[config.mk]
export PLATFORM = sky130hd
export DESIGN_NAME = pulse_trigger_timing_control
export DESIGN_NICKNAME = d
export VERILOG_FILES = /design/src/logic/pulse_trigger_pkg.sv /design/src/logic/pulse_trigger_timing_control.sv
export VERILOG_INCLUDE_DIRS = /design/src /design/src/logic
export SDC_FILE = /design/constraint.sdc
export NUM_CORES = 1
export LEC_CHECK = 0
export BUFFER_PORTS_ARGS = -buffer_cell sky130_fd_sc_hd__buf_2
export CAP_MARGIN = 20
export CELL_PAD_IN_SITES_DETAIL_PLACEMENT = 1
export CELL_PAD_IN_SITES_GLOBAL_PLACEMENT = 1
export CORE_ASPECT_RATIO = 2
export CORE_UTILIZATION = 53
export CTS_BUF_LIST = sky130_fd_sc_hd__clkbuf_8 sky130_fd_sc_hd__clkbuf_16
export DETAILED_ROUTE_END_ITERATION = 16
export GPL_TIMING_DRIVEN = 0
export PLACE_DENSITY = 0.95
export SLEW_MARGIN = 20
export SYNTH_ARGS = -nofsm -noshare
export SYNTH_HDL_FRONTEND = slang
export SYNTH_SLANG_ARGS = --single-unit
[constraint.sdc]
create_clock -name i_sys_clk -period 51 [get_ports i_sys_clk]
set_input_delay 5.1 -clock i_sys_clk [delete_from_list [all_inputs] [get_ports i_sys_clk]]
set_output_delay 5.1 -clock i_sys_clk [all_outputs]
set_load 0.01 [all_outputs]
[src/logic/pulse_trigger_params.svh]
`ifndef PULSE_TRIGGER_PARAMS_SVH
`define PULSE_TRIGGER_PARAMS_SVH

// ==========================================================================
// Register offsets
`define PT_ADDR_CMD 8'h00
`define PT_ADDR_WIDTH 8'h04
`define PT_ADDR_DUTY 8'h08
`define PT_ADDR_DELAY 8'h0c
`define PT_ADDR_STATUS 8'h10
`define PT_ADDR_MIN_SPAN 8'h14
`define PT_ADDR_MIN_START 8'h18

// ==========================================================================
// Timing
`define PT_CLK_NS 25
`define PT_TICK_NS 100
`define PT_TICK_CYCLES (`PT_TICK_NS / `PT_CLK_NS)
`define PT_MAX_TIME_NS 40880000
`define PT_MAX_TICKS (`PT_MAX_TIME_NS / `PT_TICK_NS)
`define PT_WIDTH_RESET_NS 10000
`define PT_DELAY_RESET_NS 5000
`define PT_WIDTH_RESET_TICKS (`PT_WIDTH_RESET_NS / `PT_TICK_NS)
`define PT_DELAY_RESET_TICKS (`PT_DELAY_RESET_NS / `PT_TICK_NS)
`define PT_DUTY_RESET 10
`define PT_DUTY_MAX 100
`define PT_MIN_PERIOD_TICKS 2

// ==========================================================================
// Profile resolution
`define PT_RES_THR_0 100
`define PT_RES_THR_1 1000
`define PT_RES_THR_2 10000
`define PT_RES_TICKS_0 1
`define PT_RES_TICKS_1 2
`define PT_RES_TICKS_2 10
`define PT_RES_TICKS_3 100
`define PT_SPAN_SAMPLES 100
`define PT_START_PERIODS 6

// ==========================================================================
// Status bit positions
`define PT_ST_WIDE 0
`define PT_ST_LOW_POL 1
`define PT_ST_EXT 2
`define PT_ST_PROFILE 3
`define PT_ST_RES_LSB 4

`endif

[src/logic/pulse_trigger_pkg.sv]
package pulse_trigger_pkg;

    typedef enum logic [3:0] {
        CMD_NONE = 4'h0,
        CMD_SELECT_PRECISION_DETECTOR = 4'h1,
        CMD_SELECT_WIDE_DETECTOR = 4'h2,
        CMD_INTERNAL_TRIGGER = 4'h3,
        CMD_EXTERNAL_TRIGGER = 4'h4,
        CMD_POLARITY_HIGH = 4'h5,
        CMD_POLARITY_LOW = 4'h6,
        CMD_PROFILE_DOMAIN = 4'h7,
        CMD_FREQUENCY_DOMAIN = 4'h8
    } cmd_t;

    typedef enum logic [1:0] {
        RES_100NS,
        RES_200NS,
        RES_1US,
        RES_10US
    } res_t;

    typedef struct packed {
        res_t res;
        logic profile;
        logic ext;
        logic low_pol;
        logic wide;
    } status_t;

    typedef struct packed {
        logic [7:0] addr;
        logic [31:0] wdata;
        logic wr;
        logic rd;
    } bus_req_t;

endpackage

[src/logic/pulse_trigger_timing_control.sv]
`timescale 1ns/10ps
`include "pulse_trigger_params.svh"

// Function
// - Pulse width programmable up to 40.88 ms; reset value ten microseconds.
// - Internal trigger keeps duty cycle at or below limit, reset ten percent.
// - High polarity: output high during pulse on time, low otherwise.
// - Low polarity: output low during pulse on time, high otherwise.
// - Frequency domain waits programmable delay, reset 5 us, before measuring.
// - Internal measurement trigger after reset until external is selected.
// - External mode: a falling trigger input edge starts a measurement when no pulse or delay is running.
// - Two detector paths by command: precision 10 kHz, wide 1.5 MHz.
// - Profile domain forces wide path; reset leaves precision path.
// - Width write sets profile resolution, minimum span and start time.
// - Status read reports detector, polarity, trigger mode and domain.
module pulse_trigger_timing_control #(
    parameter int unsigned MAX_TICKS = `PT_MAX_TICKS,
    parameter int unsigned WIDTH_RESET_TICKS = `PT_WIDTH_RESET_TICKS,
    parameter int unsigned DELAY_RESET_TICKS = `PT_DELAY_RESET_TICKS
) (
    input wire logic i_sys_clk,
    input wire logic i_srst,
    input wire logic [7:0] i_addr,
    input wire logic [31:0] i_wdata,
    input wire logic i_wr,
    input wire logic i_rd,
    output logic [31:0] o_rdata,
    input wire logic i_trig_in,
    output logic o_pulse,
    output logic o_meas_start,
    output logic o_wide_path,
    output logic o_profile_domain
);
    import pulse_trigger_pkg::*;

    // ======================================================================
    // Timebase
    // Widths, delays and periods all count this tick, never raw clocks
    localparam logic [1:0] TICK_LAST = 2'(`PT_TICK_CYCLES - 1);
    logic [1:0] tb_reg;
    logic tick;

    assign tick = (tb_reg == TICK_LAST);

    always_ff @(posedge i_sys_clk) begin
        if (i_srst || tick) begin
            tb_reg <= 2'h0;
        end else begin
            tb_reg <= tb_reg + 2'h1;
        end
    end

    // ======================================================================
    // Register bus
    bus_req_t req;
    assign req = '{addr: i_addr, wdata: i_wdata, wr: i_wr, rd: i_rd};

    logic wr_cmd;
    logic wr_width;
    logic wr_duty;
    logic wr_delay;
    cmd_t cmd;
    assign wr_cmd = req.wr && (req.addr == `PT_ADDR_CMD);
    assign wr_width = req.wr && (req.addr == `PT_ADDR_WIDTH);
    assign wr_duty = req.wr && (req.addr == `PT_ADDR_DUTY);
    assign wr_delay = req.wr && (req.addr == `PT_ADDR_DELAY);
    assign cmd = cmd_t'(req.wdata[3:0]);

    // Values arrive in ns; the clamp first keeps the rounding sum in range
    localparam logic [31:0] MAX_NS = 32'(`PT_MAX_TIME_NS);
    localparam logic [31:0] HALF_TICK = 32'(`PT_TICK_NS / 2);
    localparam logic [31:0] TICK_NS = 32'(`PT_TICK_NS);
    logic [31:0] ns_clamped;
    logic [31:0] ticks_rounded;
    logic [18:0] ticks_in;
    assign ns_clamped = (req.wdata > MAX_NS) ? MAX_NS : req.wdata;
    assign ticks_rounded = (ns_clamped + HALF_TICK) / TICK_NS;
    // MAX_TICKS trims the range for a build with shorter counters
    assign ticks_in = (ticks_rounded > 32'(MAX_TICKS))
                      ? 19'(MAX_TICKS) : 19'(ticks_rounded);

    logic [18:0] width_reg;
    logic [18:0] delay_reg;
    logic [6:0] duty_reg;
    logic [6:0] duty_in;
    localparam logic [31:0] DUTY_MAX = 32'(`PT_DUTY_MAX);
    assign duty_in = (req.wdata > DUTY_MAX) ? 7'(`PT_DUTY_MAX)
                                            : req.wdata[6:0];

    logic wide_reg;
    logic low_pol_reg;
    logic ext_reg;
    logic profile_reg;

    always_ff @(posedge i_sys_clk) begin
        if (i_srst) begin
            width_reg <= 19'(WIDTH_RESET_TICKS);
            delay_reg <= 19'(DELAY_RESET_TICKS);
            duty_reg <= 7'(`PT_DUTY_RESET);
        end else begin
            if (wr_width) begin
                width_reg <= ticks_in;
            end
            if (wr_delay) begin
                delay_reg <= ticks_in;
            end
            if (wr_duty) begin
                duty_reg <= duty_in;
            end
        end
    end

    // Entering profile domain drags the detector to wide; leaving it
    // keeps wide so the frequency domain only changes on an explicit command
    always_ff @(posedge i_sys_clk) begin
        if (i_srst) begin
            wide_reg <= 1'b0;
            low_pol_reg <= 1'b0;
            ext_reg <= 1'b0;
            profile_reg <= 1'b0;
        end else if (wr_cmd) begin
            // Codes outside the table fall to default and change nothing
            case (cmd)
                CMD_SELECT_PRECISION_DETECTOR: begin
                    wide_reg <= profile_reg;
                end
                CMD_SELECT_WIDE_DETECTOR: wide_reg <= 1'b1;
                CMD_INTERNAL_TRIGGER: ext_reg <= 1'b0;
                CMD_EXTERNAL_TRIGGER: ext_reg <= 1'b1;
                CMD_POLARITY_HIGH: low_pol_reg <= 1'b0;
                CMD_POLARITY_LOW: low_pol_reg <= 1'b1;
                CMD_PROFILE_DOMAIN: begin
                    profile_reg <= 1'b1;
                    wide_reg <= 1'b1;
                end
                CMD_FREQUENCY_DOMAIN: profile_reg <= 1'b0;
                default: begin
                end
            endcase
        end
    end

    // ======================================================================
    // Profile resolution, span and start limits
    // Longer pulses get coarser samples so a profile keeps its point count
    res_t res;
    logic [6:0] res_ticks;
    assign res = (width_reg <= 19'(`PT_RES_THR_0)) ? RES_100NS :
                 (width_reg <= 19'(`PT_RES_THR_1)) ? RES_200NS :
                 (width_reg <= 19'(`PT_RES_THR_2)) ? RES_1US : RES_10US;
    assign res_ticks = (res == RES_100NS) ? 7'(`PT_RES_TICKS_0) :
                       (res == RES_200NS) ? 7'(`PT_RES_TICKS_1) :
                       (res == RES_1US) ? 7'(`PT_RES_TICKS_2)
                                        : 7'(`PT_RES_TICKS_3);

    logic [31:0] min_span;
    logic [31:0] min_start;
    assign min_span = 32'(res_ticks) * 32'(`PT_SPAN_SAMPLES);
    // Negative: a profile may open this far ahead of the pulse edge
    assign min_start = 32'h0 - 32'(res_ticks) * 32'(`PT_START_PERIODS);

    // ======================================================================
    // Trigger input synchroniser and falling edge
    // Both stages reset to the idle high level: no false edge on release
    logic trig_s1_reg;
    logic trig_s2_reg;
    logic trig_prev_reg;
    logic trig_fall;

    always_ff @(posedge i_sys_clk) begin
        if (i_srst) begin
            trig_s1_reg <= 1'b1;
            trig_s2_reg <= 1'b1;
            trig_prev_reg <= 1'b1;
        end else begin
            trig_s1_reg <= i_trig_in;
            trig_s2_reg <= trig_s1_reg;
            trig_prev_reg <= trig_s2_reg;
        end
    end

    assign trig_fall = trig_prev_reg && !trig_s2_reg;

    // ======================================================================
    // Pulse sequencer
    typedef enum logic [1:0] {
        PS_IDLE,
        PS_ON,
        PS_OFF
    } pulse_state_t;

    pulse_state_t ps_reg;
    pulse_state_t ps_next;
    logic [26:0] per_reg;
    logic [26:0] per_next;
    logic int_ok;
    logic width_done;
    logic duty_met;
    logic start_pulse;
    logic mode_reg;

    // Period is stretched until width*100 <= period*duty; compare, no divide
    assign duty_met = (34'(per_reg) * 34'(duty_reg))
                      >= (34'(width_reg) * 34'(`PT_DUTY_MAX));
    assign int_ok = (duty_reg != 7'h0) && (width_reg != 19'h0);
    assign width_done = tick && (per_reg + 27'h1 >= 27'(width_reg));

    always_comb begin
        ps_next = ps_reg;
        per_next = per_reg;
        start_pulse = 1'b0;
        // Saturate so a very long off time never wraps to a short period
        if (tick && per_reg != {27{1'b1}}) begin
            per_next = per_reg + 27'h1;
        end
        case (ps_reg)
            PS_IDLE: begin
                if (ext_reg ? (trig_fall && width_reg != 19'h0)
                            : int_ok) begin
                    start_pulse = 1'b1;
                end
            end
            PS_ON: begin
                if (width_done) begin
                    ps_next = ext_reg ? PS_IDLE : PS_OFF;
                end
            end
            PS_OFF: begin
                if (tick && duty_met
                    && per_reg >= 27'(`PT_MIN_PERIOD_TICKS)) begin
                    start_pulse = int_ok;
                    ps_next = int_ok ? PS_ON : PS_IDLE;
                end
            end
            default: ps_next = PS_IDLE;
        endcase
        if (start_pulse) begin
            ps_next = PS_ON;
            per_next = 27'h0;
        end
        // A trigger mode change aborts the pulse in flight; restart is clean
        if (mode_reg != ext_reg) begin
            ps_next = PS_IDLE;
            per_next = 27'h0;
            start_pulse = 1'b0;
        end
    end

    always_ff @(posedge i_sys_clk) begin
        if (i_srst) begin
            ps_reg <= PS_IDLE;
            per_reg <= 27'h0;
            mode_reg <= 1'b0;
        end else begin
            ps_reg <= ps_next;
            per_reg <= per_next;
            mode_reg <= ext_reg;
        end
    end

    // Output flop; the polarity bit only inverts the sense of the on time
    logic pulse_reg;
    always_ff @(posedge i_sys_clk) begin
        if (i_srst) begin
            pulse_reg <= 1'b0;
        end else begin
            pulse_reg <= (ps_next == PS_ON) ^ low_pol_reg;
        end
    end

    // ======================================================================
    // Measurement trigger delay
    logic dly_busy_reg;
    logic [18:0] dly_cnt_reg;
    logic meas_reg;
    logic no_delay;
    logic dly_done;

    // Triggers landing while a delay runs are dropped, not queued
    assign no_delay = profile_reg || (delay_reg == 19'h0);
    // Entering the profile domain ends a running delay at once
    assign dly_done = dly_busy_reg
                      && (profile_reg || (tick
                      && (dly_cnt_reg + 19'h1 >= delay_reg)));

    always_ff @(posedge i_sys_clk) begin
        if (i_srst) begin
            dly_busy_reg <= 1'b0;
            dly_cnt_reg <= 19'h0;
            meas_reg <= 1'b0;
        end else begin
            meas_reg <= 1'b0;
            if (dly_busy_reg) begin
                if (dly_done) begin
                    dly_busy_reg <= 1'b0;
                    meas_reg <= 1'b1;
                end else if (tick) begin
                    dly_cnt_reg <= dly_cnt_reg + 19'h1;
                end
            end else if (start_pulse) begin
                if (no_delay) begin
                    meas_reg <= 1'b1;
                end else begin
                    dly_busy_reg <= 1'b1;
                    dly_cnt_reg <= 19'h0;
                end
            end
        end
    end

    // ======================================================================
    // Read path
    status_t status;
    assign status = '{res: res, profile: profile_reg, ext: ext_reg,
                      low_pol: low_pol_reg, wide: wide_reg};

    logic [31:0] rd_mux;
    assign rd_mux =
        (req.addr == `PT_ADDR_WIDTH) ? 32'(width_reg) :
        (req.addr == `PT_ADDR_DUTY) ? 32'(duty_reg) :
        (req.addr == `PT_ADDR_DELAY) ? 32'(delay_reg) :
        (req.addr == `PT_ADDR_STATUS) ? 32'(status) :
        (req.addr == `PT_ADDR_MIN_SPAN) ? min_span :
        (req.addr == `PT_ADDR_MIN_START) ? min_start : 32'h0;

    // Data stand one cycle then fall back to zero, so stale data never reads
    logic [31:0] rdata_reg;
    always_ff @(posedge i_sys_clk) begin
        if (i_srst) begin
            rdata_reg <= 32'h0;
        end else begin
            rdata_reg <= req.rd ? rd_mux : 32'h0;
        end
    end

    assign o_rdata = rdata_reg;
    assign o_pulse = pulse_reg;
    assign o_meas_start = meas_reg;
    assign o_wide_path = wide_reg;
    assign o_profile_domain = profile_reg;

endmodule // pulse_trigger_timing_control

==> metrics.md, run 1 <==
| Metric | Value |
|---|---|
| Die H | `334 µm` |
| Synth top area cells | `fa_1 9.5%, ha_1 9.4%, dfxtp_1 8.6%` |
| Hold Buf Count CTS | `0` |
| I/O pins | `about 80` |
| Yosys reg bits | `126` |
| Syn avg cell area | `7.23 µm²` |
| Yosys top cell area share | `under 10%` |
| Failing step | `global routing (5_1_grt)` |
| Mapped cell area | `a little under 30000 µm²` |
| Ys async rst share | `0%` |
| CTS H-tree lvls | `4` |
| Synth area leader | `fa_1` |
| Post-CTS resize count | `0` |
| First-pass GRT wire length | `between 200 and 300 mm` |
| Synthesized Nets | `between 4000 and 5000` |
| Starting Density | `a little over half` |
| Stop err | `[ERROR GRT-0116] Global routing finished with congestion. Check the congestion regions in the DRC Viewer.` |
| Commonest cells in the synthesized netlist | `484 x nand2_1, 343 x nor2_1, 299 x inv_1` |
| Buffers on Ports | `68` |
| Post-CTS Setup Repair Bufs | `0` |
| Largest net degree at the start of global routing | `17` |
| CTS buffer count | `17` |
| Post-synth EDFFs | `0` |
| YS warnings | `0` |
| Placement Setup Slack | `about 17 ns` |
| Placer Congestion | `around 1.1` |
| Vias in the first global route | `41500` |
| Ys flop type | `dfxtp_1` |
| Row count | `between 100 and 150` |
| Remaining Overflow, GRT | `131` |
| GRT Util Overall | `63.1%` |
| Clock Tree Buf Depth | `2` |
| Clock tree sinks | `~130` |
| DP HPWL | `between 100 and 150 mm` |
| Share of the yosys chip area belonging to registers | `between 8 and 9%` |
| Top-count cell post-synth | `nand2_1` |
| Run status | `stopped before the end` |
| Number of distinct library cells after synthesis | `around 140` |
| Die width | `168 µm` |
| Root Buffer Master | `clkbuf_16` |
| Cells after synthesis | `between 4000 and 5000` |
per-stage QoR:
step	cells	cell area [µm²]
after floorplan	4037	29200
after global placement	4781	30400
after detailed placement	4782	30400
after CTS	4814	30900
cells by family after synthesis:
kind of cell               after synthesis  synth area share (%)
AOI/OAI and AO/OA                     1059                  26.2
xor gates and xnor gates               280                  8.54
adders and majority gates              357                  18.9
buffers and inverters                  511                  7.24
DFF                                    126                  8.65
muxes                                   64                  2.29
and+or+nand+nor                       1640                  28.2
routing by layer:
metal | GRT overflow | GRT usage, %
met5 | 1 | 13.9
met4 | 54 | 74.8
met3 | 2 | 38.5
met2 | 73 | 91.0
met1 | 1 | 55.0
==> run 2: changes to the inputs <==
CELL_PAD_IN_SITES_DETAIL_PLACEMENT = unset   (was 1)
CELL_PAD_IN_SITES_GLOBAL_PLACEMENT = unset   (was 1)
CORE_ASPECT_RATIO = unset   (was 2)
CORE_UTILIZATION = 40   (was 53)
CTS_BUF_LIST = unset   (was sky130_fd_sc_hd__clkbuf_8 sky130_fd_sc_hd__clkbuf_16)
PLACE_DENSITY = unset   (was 0.95)
PLACE_DENSITY_LB_ADDON = 0.15   (was unset)
==> run 2 against run 1 <==
  * The flow now finishes without violations
  * Synthesized cell count unchanged
  * Synthesized area stayed put
==> metrics.md, run 2 <==
| Metric | Value |
|---|---|
| Run status | `finished, final reports clean` |
| Mapped cell area | `29200 µm² (unchanged)` |
| Hold Buf Count CTS | `0 (unchanged)` |
| Share of layout cells above drive strength 1 | `8.10%` |
| YS warnings | `0 (unchanged)` |
| WL per Instance | `between 20 and 25 µm` |
| Slowest stage delay, CP | `0.94 ns` |
| Drt first pass iters | `7` |
| Worst Skew | `around 0.011 ns` |
| Root Buffer Master | `clkbuf_16` |
| Min-Delay Path Class | `register to register` |
| Synth top area cells | `fa_1 9.5%, ha_1 9.4%, dfxtp_1 8.6%` |
| Worst-Margin Slew | `about 1.2 ns` |
| Iter 0 DRT Violations | `approximately 2900` |
| Fill count | `a little under 8000` |
| Final nets | `about 4500` |
| Largest net degree at the start of global routing | `17` |
| Buffers on Ports | `68 (unchanged)` |
| Final instance area | `between 30000 and 40000 µm²` |
| DP HPWL | `87.9 mm (-23%)` |
| RSZ-0062 raised after global routing | `no` |
| Initial antenna violation count | `19` |
| Worst skew pair latency | `around 0.44 ns` |
| Critical Path AT | `33.44 ns` |
| Remaining antenna violation count | `0` |
| Starting Density | `40.6% (-13 points)` |
| First-pass GRT wire length | `between 150 and 200 mm` |
| Share of the yosys chip area belonging to registers | `8.65% (unchanged)` |
| Post-CTS resize count | `0 (unchanged)` |
| Syn avg cell area | `7.23 µm² (unchanged)` |
| Vias | `just over 30000` |
| Final Total Pwr | `~0.0014 W` |
| Routed met3 length | `7.84 mm` |
| P&R area growth vs syn | `7.48%` |
| Metal2 WL | `~46 mm` |
| Post-synth EDFFs | `0 (unchanged)` |
| Vias in the first global route | `between 20000 and 30000` |
| Final Max Slew Viols | `0` |
| Commonest cells in the synthesized netlist | `484 x nand2_1, 343 x nor2_1, 299 x inv_1` |
| Fmax | `between 0.03 and 0.04 GHz` |
| Yosys reg bits | `126 (unchanged)` |
| Remaining Overflow, GRT | `0` |
| GRT Util Overall | `about 28%` |
| CP max FO | `10` |
| Post-CTS Setup Repair Bufs | `0 (unchanged)` |
| Final setup vio count | `0` |
| Slew Limit Headroom | `between 10% and 20%` |
| Power Dens Cells | `45.8 nW/µm²` |
| Die H | `272 µm (-18%)` |
| DRT Wirelength | `between 100 and 150 mm` |
| Area of the multi-input gates | `about 25000 µm²` |
| Die ar. | `approximately 74000 µm²` |
| Fin crit share | `approximately 65%` |
| Worst Path Required | `between 50 and 60 ns` |
| CP endpoint kind | `register` |
| CTS tree | `built` |
| Core area | `71900 µm²` |
| Met1 WL | `approximately 51 mm` |
| Synthesized Nets | `4438 (unchanged)` |
| Die width | `272 µm (+62%)` |
| I/O pins | `81 (unchanged)` |
| Vias/cell | `roughly 6` |
| Max reg flops | `27` |
| Most frequent cells in the layout | `484 x nand2_1, 342 x nor2_1, 299 x inv_1` |
| Cells after synthesis | `4037 (unchanged)` |
| P_leak | `around 13 nW` |
| Row count | `98 (-19%)` |
| Number of distinct library cells after synthesis | `143 (unchanged)` |
| Clock tree sinks | `126 (unchanged)` |
| Max Used Layer | `met5` |
| Drt drc | `0` |
| Post-DP Area | `30700 µm² (+1.1%)` |
| Ys flop type | `dfxtp_1` |
| Clock Tree Buf Depth | `2 (unchanged)` |
| Register Area | `approximately 2500 µm²` |
| # Max-Cap Violations | `0` |
| Worst vdd ir | `approximately 110 µV` |
| Hold Vio Cnt, Final | `0` |
| CTS buffer count | `17 (unchanged)` |
| CTS H-tree lvls | `4 (unchanged)` |
| Synth area leader | `fa_1` |
| Yosys top cell area share | `9.47% (unchanged)` |
| CP startpoint kind | `input port` |
| Placer Congestion | `0.965 (-10%)` |
| Commonest non-fill, non-tap cell in the layout | `nand2_1` |
| Minimum period implied by the final worst setup slack | `around 33 ns` |
| Crit-path slowest cell | `o41ai_1` |
| FF-to-FF setup slack | `roughly 39 ns` |
| Ys async rst share | `0% (unchanged)` |
| TNS Setup | `0 ns` |
| CP Class | `input port to register` |
| Top-count cell post-synth | `nand2_1` |
| Reg clk slew, reported paths | `around 0.060 ns` |
==> run 2: kinds of logic after synthesis <==
logic type                 synth area share [%]
xor gates and xnor gates                   8.54
and+or+nand+nor                            28.2
DFF                                        8.65
AOI/OAI and AO/OA                          26.2
adders and majority gates                  18.9
buffers and inverters                      7.24
muxes                                      2.29
==> run 2: layout make-up <==
type | count | share of cell area [%]
flip-flops and latches | 126 | 8.05
inverters | 300 | 3.59
clock buffers | 19 | 1.41
plain buffers | 211 | 3.14
diodes | 10 | 0.0798
repair buffers | 69 | 1.10
clock inverters | 11 | 0.503
multi-input cells | 3400 | 78.3
well taps | 950 | 3.79
==> run 2: stage by stage <==
step	cells	hold WS, ns	utilization (%)	setup slack [ns]
3_3_place_gp	5055	0.394	42.7	17.83
6_report	5096	0.427	43.6	17.83
4_1_cts	5086	0.430	43.6	18.63
5_1_grt	5091	0.454	43.6	16.51
3_5_place_dp	5056	0.396	42.8	18.28
2_1_floorplan	4037	0.389	-	24.77
==> run 2: metal layers <==
metal | vias up | global-route usage, %
li1 | 14700 | -
met5 | - | 0
met3 | 171 | 4.60
met1 | 14800 | 40.8
met4 | 18 | 8.41
met2 | 1061 | 42.9
==> run 2: final timing paths <==
check	start	end	cells after the start
max	i_wdata[31]	width_reg[0]$_SDFFE_PP0P_	84
min	trig_s1_reg$_SDFF_PP1_	trig_s2_reg$_SDFF_PP1_	1
max reg2reg	duty_reg[1]$_SDFFE_PP1P_	dly_cnt_reg[7]$_SDFFE_PP0P_	53
min reg2reg	trig_s1_reg$_SDFF_PP1_	trig_s2_reg$_SDFF_PP1_	1
==> run 2: report_power, final <==
group          total (W)  switching (W)  internal [W]
Clock           0.000130      0.0000515     0.0000783
Sequential     0.0000996    0.000000478     0.0000991
Combinational    0.00121       0.000782      0.000426
Total            0.00144       0.000834      0.000604
==> run 2: worst max-delay path: cells and delay by family <==
family,cells,cell delay (ns)
and+or+nand+nor,31,10.54
adders and majority gates,1,0.14
AOI/OAI and AO/OA,37,12.89
muxes,1,0.40
buffers and inverters,12,2.84
xor gates and xnor gates,2,1.42
Note: power is estimated with default switching activity, not from simulation.
